File: src/logic/mode_cmd_pkg.sv
// shared constants and types for the mode command handler
package mode_cmd_pkg;
	// register offsets (word index on the host port)
	localparam logic [15:0] PEND_OFS = 16'h0009;
	localparam logic [15:0] IEN_OFS = 16'h0012;
	localparam logic [15:0] CFG_OFS = 16'h0017;
	localparam logic [15:0] BITW_A_OFS = 16'h001E;
	localparam logic [15:0] BITW_B_OFS = 16'h001F;
	// field positions
	localparam int ACC_IRQ_BIT = 0;
	localparam int SMS_BIT = 1;
	localparam int UCI_BIT = 2;
	localparam int ALT_BIT = 3;
	localparam int DESC_IRQ_BIT = 15;
	localparam int ILOG_ACC_BIT = 0;
	// reset values
	localparam logic [15:0] PEND_RST = 16'h0000;
	localparam logic [15:0] IEN_RST = 16'h0000;
	localparam logic [15:0] CFG_RST = 16'h0000;
	localparam logic [15:0] BITW_RST = 16'h0000;
	// descriptor table placement for mode commands
	localparam logic [15:0] DESC_RX_BASE = 16'h0400;
	localparam logic [15:0] DESC_TX_BASE = 16'h0480;
	localparam int DESC_WORDS_LOG2 = 2;
	localparam logic [1:0] DESC_DATA_WORD = 2'h3;
	// log of decision to completion, in clock cycles
	localparam int LOG_CYCLES = 2;

	typedef enum logic [1:0] {
		RESP_NONE,
		RESP_STATUS,
		RESP_STATUS_DATA,
		RESP_RX_DATA
	} resp_t;

	typedef struct packed {
		logic tr;
		logic [4:0] subaddr;
		logic [4:0] code;
		logic bcast;
	} cmd_t;

	typedef struct packed {
		logic valid;
		logic illegal;
		logic bcastOk;
		resp_t resp;
		logic dataFromBitReg;
		logic dataFromLastCmd;
		logic dataInDesc;
		logic [15:0] descAddr;
	} decision_t;
endpackage

File: src/logic/rt_mode_command_handler.sv
// mode command decoder, response selector and access interrupt logger
// Notes on behaviour
// - descriptor control top bit (bit 15) steers interrupts
// - broadcast-transmit allowed only for codes 0-15
// - flagged access sets pending bit, drives interrupt
// - log entry written before interrupt asserts
// - logged info word carries access flag
// - logged address is descriptor control word address
// - codes 0-15 answer with status only
// - receive codes 16-31 take one data word
// - transmit codes 16-31 send status plus data
// - without simple storage use descriptor buffer
// - with simple storage data sits in descriptor
// - decode transmit codes 0 to 8
// - decode defined data-word mode codes
// - broadcast accepted only for listed codes
// - undefined codes ignored when flagged invalid
// - otherwise undefined codes follow illegalization bit
// - legal undefined codes answer in form
// - illegal: message error, status without data
// - reserved codes follow illegalization bit only
// - undefined-invalid option clear after reset
// - self-test word from one of two registers
// - last command word generated from history
`timescale 1ns/100ps
module rt_mode_command_handler (
	input wire logic clk,
	input wire logic nrst,
	// command word side from the bus decoder
	input wire logic cmdStrobe,
	input wire mode_cmd_pkg::cmd_t cmdIn,
	input wire logic [15:0] cmdWord,
	input wire logic [15:0] descControl,
	input wire logic illegalBit,
	input wire logic rxDataStrobe,
	input wire logic [15:0] rxData,
	// host register port
	input wire logic regWrite,
	input wire logic regRead,
	input wire logic [15:0] regAddr,
	input wire logic [15:0] regWdata,
	output logic [15:0] regRdata,
	// decision and reply outputs
	output logic isMode,
	output mode_cmd_pkg::decision_t decision,
	output logic decisionValid,
	output logic [15:0] txData,
	output logic messageErrorFlag,
	// received mode data word write
	output logic storeStrobe,
	output logic [15:0] storeAddr,
	output logic [15:0] storeData,
	// interrupt log entry and pin
	output logic logStrobe,
	output logic [15:0] interruptInfoWord,
	output logic [15:0] interruptAddressWord,
	output logic interruptOutN
);
	// synchronised reset, host registers and internal state
	logic rstSync1, rstSync2;
	logic [15:0] pendingInterrupts_r, interruptEnables_r;
	logic [15:0] terminalConfiguration_r;
	logic [15:0] bitWordA_r, bitWordB_r, lastCmd_r;
	logic [1:0] logCnt_r;
	logic logPend_r, rxPend_r;
	logic [15:0] rxAddr_r;
	mode_cmd_pkg::decision_t dec_nxt;
	logic irqHit;

	// reset release through two flops
	// asserts at once, releases on clock edges only
	always_ff @(posedge clk or negedge nrst) begin
		if (!nrst) begin
			rstSync1 <= 1'b0;
			rstSync2 <= 1'b0;
		end else begin
			rstSync1 <= 1'b1;
			rstSync2 <= rstSync1;
		end
	end

	// mode command test on subaddress
	function automatic logic modeSub(input logic [4:0] sa);
		return (sa == 5'h00) || (sa == 5'h1F);
	endfunction

	// undefined code classes
	function automatic logic undefinedCode(input logic tr,
		input logic [4:0] c);
		// receive 0-16, 18, 19; transmit 17, 20, 21
		if (!tr)
			return (c <= 5'h0F) || c == 5'h10 || c == 5'h12
				|| c == 5'h13;
		return c == 5'h11 || c == 5'h14 || c == 5'h15;
	endfunction

	// broadcast acceptance table
	function automatic logic bcastAllowed(input logic tr,
		input logic [4:0] c);
		if (tr)
			return (c == 5'h01) || (c >= 5'h03 && c <= 5'h0F);
		return c == 5'h11 || c == 5'h14 || c == 5'h15
			|| c >= 5'h16;
	endfunction

	// descriptor control word address from code and direction
	function automatic logic [15:0] descAddrOf(input logic tr,
		input logic [4:0] c);
		logic [15:0] base;
		// four words per code, control word first
		base = tr ? mode_cmd_pkg::DESC_TX_BASE
			: mode_cmd_pkg::DESC_RX_BASE;
		return base + {9'h000, c, 2'b00};
	endfunction

	// combinational decision for the incoming command
	always_comb begin
		logic undef;
		logic dataWord;
		undef = undefinedCode(cmdIn.tr, cmdIn.code);
		dataWord = cmdIn.code[4];
		dec_nxt = '0;
		dec_nxt.resp = mode_cmd_pkg::RESP_NONE;
		// table lookups for this code and direction
		dec_nxt.descAddr = descAddrOf(cmdIn.tr, cmdIn.code);
		dec_nxt.bcastOk = bcastAllowed(cmdIn.tr, cmdIn.code);
		// invalid undefined codes get no recognition at all
		dec_nxt.valid = !(undef
			&& terminalConfiguration_r[mode_cmd_pkg::UCI_BIT]);
		// legality purely from table bit
		dec_nxt.illegal = dec_nxt.valid && illegalBit;
		// reply form: recognition, broadcast, legality, data class
		if (!dec_nxt.valid || (cmdIn.bcast && !dec_nxt.bcastOk))
			dec_nxt.resp = mode_cmd_pkg::RESP_NONE;
		else if (dec_nxt.illegal)
			dec_nxt.resp = cmdIn.bcast ? mode_cmd_pkg::RESP_NONE
				: mode_cmd_pkg::RESP_STATUS;
		else if (!dataWord)
			dec_nxt.resp = cmdIn.bcast ? mode_cmd_pkg::RESP_NONE
				: mode_cmd_pkg::RESP_STATUS;
		else if (!cmdIn.tr)
			dec_nxt.resp = mode_cmd_pkg::RESP_RX_DATA;
		else
			dec_nxt.resp = mode_cmd_pkg::RESP_STATUS_DATA;
		// special transmit sources
		dec_nxt.dataFromLastCmd = cmdIn.tr && cmdIn.code == 5'h12;
		dec_nxt.dataFromBitReg = cmdIn.tr && cmdIn.code == 5'h13;
		dec_nxt.dataInDesc =
			terminalConfiguration_r[mode_cmd_pkg::SMS_BIT];
	end

	// decision register and transmit data selection
	always_ff @(posedge clk or negedge rstSync2) begin
		if (!rstSync2) begin
			decision <= '0;
			decisionValid <= 1'b0;
			isMode <= 1'b0;
			txData <= 16'h0000;
			messageErrorFlag <= 1'b0;
		end else begin
			// one-cycle pulse per mode command
			decisionValid <= cmdStrobe && modeSub(cmdIn.subaddr);
			if (cmdStrobe) begin
				isMode <= modeSub(cmdIn.subaddr);
				decision <= dec_nxt;
				if (modeSub(cmdIn.subaddr) && dec_nxt.valid)
					messageErrorFlag <= dec_nxt.illegal;
				// reply word source chosen with the command
				if (dec_nxt.dataFromBitReg)
					txData <= terminalConfiguration_r[
						mode_cmd_pkg::ALT_BIT] ? bitWordB_r
						: bitWordA_r;
				else if (dec_nxt.dataFromLastCmd)
					txData <= lastCmd_r;
				else
					txData <= 16'h0000;
			end
		end
	end

	// last valid command kept for the transmit-last-command reply
	always_ff @(posedge clk or negedge rstSync2) begin
		if (!rstSync2)
			lastCmd_r <= 16'h0000;
		// the last-command request itself is not recorded
		else if (cmdStrobe && !(modeSub(cmdIn.subaddr)
			&& cmdIn.tr && cmdIn.code == 5'h12) && dec_nxt.valid)
			lastCmd_r <= cmdWord;
	end

	// received mode data word storage
	always_ff @(posedge clk or negedge rstSync2) begin
		if (!rstSync2) begin
			rxPend_r <= 1'b0;
			rxAddr_r <= 16'h0000;
			storeStrobe <= 1'b0;
			storeAddr <= 16'h0000;
			storeData <= 16'h0000;
		end else begin
			storeStrobe <= 1'b0;
			if (cmdStrobe) begin
				// arm for one data word after a receive command
				rxPend_r <= modeSub(cmdIn.subaddr)
					&& dec_nxt.resp == mode_cmd_pkg::RESP_RX_DATA;
				// simple storage: data word inside the descriptor entry
				rxAddr_r <= dec_nxt.dataInDesc
					? dec_nxt.descAddr + {14'h0000,
						mode_cmd_pkg::DESC_DATA_WORD}
					: descControl;
			end else if (rxPend_r && rxDataStrobe) begin
				// write the word, later words are dropped
				rxPend_r <= 1'b0; // exactly one word
				storeStrobe <= 1'b1;
				storeAddr <= rxAddr_r;
				storeData <= rxData;
			end
		end
	end

	// access interrupt trigger; no broadcast transmit of data codes
	assign irqHit = cmdStrobe && modeSub(cmdIn.subaddr) && dec_nxt.valid
		&& descControl[mode_cmd_pkg::DESC_IRQ_BIT]
		&& interruptEnables_r[mode_cmd_pkg::ACC_IRQ_BIT]
		&& !(cmdIn.bcast && cmdIn.tr && cmdIn.code[4]);

	// access interrupt: log first, then pending bit and pin
	always_ff @(posedge clk or negedge rstSync2) begin
		if (!rstSync2) begin
			logPend_r <= 1'b0;
			logCnt_r <= 2'h0;
			logStrobe <= 1'b0;
			interruptInfoWord <= 16'h0000;
			interruptAddressWord <= 16'h0000;
		end else begin
			logStrobe <= 1'b0;
			if (irqHit) begin
				logStrobe <= 1'b1;
				interruptInfoWord <= 16'h0001
					<< mode_cmd_pkg::ILOG_ACC_BIT;
				interruptAddressWord <= dec_nxt.descAddr;
				logPend_r <= 1'b1;
				logCnt_r <= 2'(mode_cmd_pkg::LOG_CYCLES - 1);
			end else if (logPend_r) begin
				// count down, then hand over to the pending bit
				if (logCnt_r == 2'h0)
					logPend_r <= 1'b0;
				else
					logCnt_r <= logCnt_r - 2'h1;
			end
		end
	end

	// host registers; pending bit set wins over write-one clear
	always_ff @(posedge clk or negedge rstSync2) begin
		if (!rstSync2) begin
			pendingInterrupts_r <= mode_cmd_pkg::PEND_RST;
			interruptEnables_r <= mode_cmd_pkg::IEN_RST;
			terminalConfiguration_r <= mode_cmd_pkg::CFG_RST;
			bitWordA_r <= mode_cmd_pkg::BITW_RST;
			bitWordB_r <= mode_cmd_pkg::BITW_RST;
			interruptOutN <= 1'b1;
		end else begin
			// host writes; pending bits clear on one
			if (regWrite) begin
				unique case (regAddr)
					mode_cmd_pkg::PEND_OFS:
						pendingInterrupts_r <= pendingInterrupts_r
							& ~regWdata;
					mode_cmd_pkg::IEN_OFS: interruptEnables_r <= regWdata;
					mode_cmd_pkg::CFG_OFS:
						terminalConfiguration_r <= regWdata;
					mode_cmd_pkg::BITW_A_OFS: bitWordA_r <= regWdata;
					mode_cmd_pkg::BITW_B_OFS: bitWordB_r <= regWdata;
					default: ;
				endcase
			end
			// set after the write, so a same-cycle set wins
			if (logPend_r && logCnt_r == 2'h0)
				pendingInterrupts_r[mode_cmd_pkg::ACC_IRQ_BIT]
					<= 1'b1;
			// pin follows pending bits one clock later
			interruptOutN <= !(|pendingInterrupts_r);
		end
	end

	// register read port
	always_ff @(posedge clk or negedge rstSync2) begin
		if (!rstSync2)
			regRdata <= 16'h0000;
		else if (regRead) begin
			unique case (regAddr)
				mode_cmd_pkg::PEND_OFS: regRdata <= pendingInterrupts_r;
				mode_cmd_pkg::IEN_OFS: regRdata <= interruptEnables_r;
				mode_cmd_pkg::CFG_OFS: regRdata <= terminalConfiguration_r;
				mode_cmd_pkg::BITW_A_OFS: regRdata <= bitWordA_r;
				mode_cmd_pkg::BITW_B_OFS: regRdata <= bitWordB_r;
				default: regRdata <= 16'h0000;
			endcase
		end
	end
endmodule

File: config.mk
export PLATFORM = sky130hd
export DESIGN_NAME = rt_mode_command_handler
export DESIGN_NICKNAME = d
export VERILOG_FILES = /design/src/logic/mode_cmd_pkg.sv /design/src/logic/rt_mode_command_handler.sv
export SDC_FILE = /design/constraint.sdc
export NUM_CORES = 1
export LEC_CHECK = 0
export CAP_MARGIN = 20
export CORE_AREA = 2 2 106 160
export CTS_CLUSTER_DIAMETER = 150
export CTS_CLUSTER_SIZE = 40
export DETAILED_ROUTE_END_ITERATION = 12
export DIE_AREA = 0 0 108 162
export DONT_BUFFER_PORTS = 1
export GPL_TIMING_DRIVEN = 0
export PLACE_DENSITY_LB_ADDON = 0.05
export SKIP_LAST_GASP = 1
export SYNTH_ARGS = -nofsm -noshare
export SYNTH_HDL_FRONTEND = slang
export SYNTH_SLANG_ARGS = --single-unit
File: constraint.sdc
create_clock -name clk -period 20.1 [get_ports clk]
set_input_delay 1.005 -clock clk [delete_from_list [all_inputs] [get_ports clk]]
set_output_delay 1.005 -clock clk [all_outputs]
set_load 0.02 [all_outputs]
==> reports/metrics.yaml <==
status: "finished clean"
cts_sinks: 210
synth_top_area_cell: "dfrtp_1"
yosys_warnings: 0
drv_slew: 0
path_clk_slew_ns: 0.14
cts_hold_buffers: 0
crit_slowest_cell: "or4bb_1"
synth_most_common_cell: "dfrtp_1"
cts_tree: "done"
hp-class: "input port to async pin"
arrival_ns: 3.37
die_width_um: 108
synthDominantCellAreaShare: 0.5601
avgSynthCellArea_um2: 12.21
post_cts_resized: 0
finalHoldViolCount: 0
cts_root_buf: "clkbuf_16"
cts_setup_buffers: 0
antenna_found_initial: 2
cellLeakagePower_uw: 0.004905
ys_seq_area_frac: 0.5629
end_kind: "register"
rsz0062_at_grt: "no"
fp-row-count: 57
gp_congestion: 0.8332
fin_area_um2: 10050
fill_cells: 1300
tns_ns: 0
synth_xor_area_frac: 0.0009380
cp.buffers_inverters: 2
drtAntennaViolNets: 0
cap_viol_max_count: 0
place_area_um2: 9782
die_area_um2: 17500
synth.ff_latch_count: 210
drtIter0Drc: 402
slew_headroom: 0.3675
route.detailed.drc: 0
drive_gt1_frac: 0.2189
dp_hpwl_um: 16730
yosys-top-cells-count: "209 x dfrtp_1, 129 x nand2_1, 77 x mux2_2"
cts_made_buffers: 9
routed_wl_um: 22550
syn_inst: 765
synth_top_family_by_area: "multiplexers"
worst_path_most_repeated_cell: "clkbuf_1"
path_class: "input port to register"
portBuffers: 0
top_layer_used: "met4"
ys.flop_type: "dfrtp_1"
syn_area_um2: 9338
report.final.setup_viol: 0
synth-compound-area-share: 0.09983
cts_htree_levels: 1
post_drt_wl_per_cell_um: 22.10
finalCritPeriodShare: 0.1532
route.met2.wl_um: 11840
synth.area.top_cells: "dfrtp_1 56%, mux2_2 9.3%, nand2_1 5.2%, mux2i_1 4.0%, mux2_4 3.2%"
path_max_fanout: 10
finalClockSkew_ns: 0.05153
crit_required_ns: 20.39
path_cells: "clkbuf_1 > or4bb_1 > nor4_4 > and2_1 > clkbuf_1 > a21boi_0"
nNetsFinal: 912
grt_pass1_wl_um: 34420
ioPinCount: 225
synth_edf_count: 0
finalCriticalPeriod_ns: 3.080
fmax_ghz: 0.3247
clk_path_buf_depth: 3
async_reset_ff_frac: 1.000
syn_to_final_growth_pct: 7.677
grt_remaining_overflow: 0
die_height_um: 162
ys_types: 60
met3_wirelength_um: 1637
core_um2: 16050
start_util: 0.5819
synth.area.mux_share: 0.1719
insertion_delay_ns: 0.48
cpPeakStageDelay_ns: 0.57
grtUsageTotal: 0.2557
grt_pass1_vias: 6219
peakVddDrop_uv: 74.92
num_vias: 6050
vias_per_cell: 5.931
wl_met1_um: 8327
crit_family: "simple AND/OR/NAND/NOR gates"
drt_first_pass_iters: 5
fin_util: 0.6266
p_per_area_nw_per_um2: 70.85
tightest_slew_ns: 0.9488
grt_max_degree: 75
synthSimpleGateAreaFrac: 0.1038
startpoint_type: "input port"
synth_fa_ha_area_frac: 0.001340
## registers in the layout (all words and copies together) (netlist names), 2 cells and up
name / count
bitWordB_r: 16
lastCmd_r: 16
interruptAddressWord: 6
bitWordA_r: 16
rxAddr_r: 16
txData: 16
pendingInterrupts_r: 16
storeData: 16
logCnt_r: 2
interruptEnables_r: 16
decision: 15
terminalConfiguration_r: 16
storeAddr: 16
regRdata: 16
## metal layers
metal	global-route usage	vias to the layer above
met5	0	-
met4	0.09324	0
met3	0.05538	43
met2	0.4540	218
met1	0.3020	3071
li1	-	2718
## stage by stage
| stage | instances | setup slack (ns) | hold WS, ns | power [µW] |
|---|---|---|---|---|
| after floorplan | 797 | 13.82 | 0.3312 | 492.8 |
| after global placement | 1003 | 11.85 | 0.3368 | 502.0 |
| after detailed placement | 1006 | 16.51 | 0.3357 | 505.7 |
| after CTS | 1018 | 17.02 | 0.1830 | 717.8 |
| after global routing | 1020 | 16.89 | 0.1618 | 739.6 |
| final | 1020 | 17.02 | 0.1889 | 712.4 |
## cell usage in the layout, fill, tap and decap left out, drive strengths merged, types with 9 or more instances in the layout
cell type | Yosys | final
o211ai | 10 | 10
mux2 | 103 | 103
conb | 2 | 34
o2bb2ai | 23 | 23
mux2i | 37 | 37
o21ai | 21 | 21
buf | 51 | 55
a21boi | 15 | 15
inv | 15 | 15
a22oi | 17 | 17
clkbuf | 30 | 41
nor2 | 13 | 13
nand2 | 129 | 129
a22o | 9 | 9
dfrtp | 209 | 209
## path summary, 6_finish.rpt
path                                                to  cells past startpoint                        from  slack (ns)
worst max-delay path            pendingInterrupts_r[9]                      6                  regAddr[3]       17.02
worst min-delay path                          rstSync2                      0                        nrst        0.19
worst max register to register               txData[7]                      6  terminalConfiguration_r[3]       17.57
worst min register to register                rstSync2                      0                    rstSync1        0.38
max in group asynchronous                 storeAddr[9]                      2                    rstSync2       18.40
min in group clk                              rstSync2                      0                    rstSync1        0.38
## where the power goes
| group | internal, µW | leakage, µW | switching, µW |
|---|---|---|---|
| Clock | 86.1 | 0.000125 | 129 |
| Sequential | 434 | 0.00281 | 17.1 |
| Combinational | 18.4 | 0.00197 | 27.5 |
## kinds of logic (layout without fill, tap and decap cells)
logic type,Yosys count,in the layout
xor gates and xnor gates,1,1
adders and majority gates,1,1
and+or+nand+nor,190,190
DFF,210,210
other,2,35
buffers and inverters,97,113
muxes,140,140
AOI/OAI and AO/OA,124,124
## worst register-to-register path, cell delays in order (launching register included)
cell and delay [ns]:
dfrtp_1 0.35, clkbuf_1 0.56, clkbuf_1 0.71, mux2i_1 0.53, nand2_1 0.10, o21ai_0 0.10
o2bb2ai_1 0.08
## area by class of cell
class,instances,area (µm²),area share
sequential,210,5260,0.5231
multi-input combinational,490,3656,0.3636
buffer,81,485.5,0.04828
tap,206,257.7,0.02563
clock buffer,11,232.7,0.02315
timing repair buffer,4,70.07,0.006969
inverter,16,60.06,0.005973
clock inverter,1,30.03,0.002987
antenna,1,2.502,0.0002489
No activity file was read; power rests on OpenSTA's default activity.
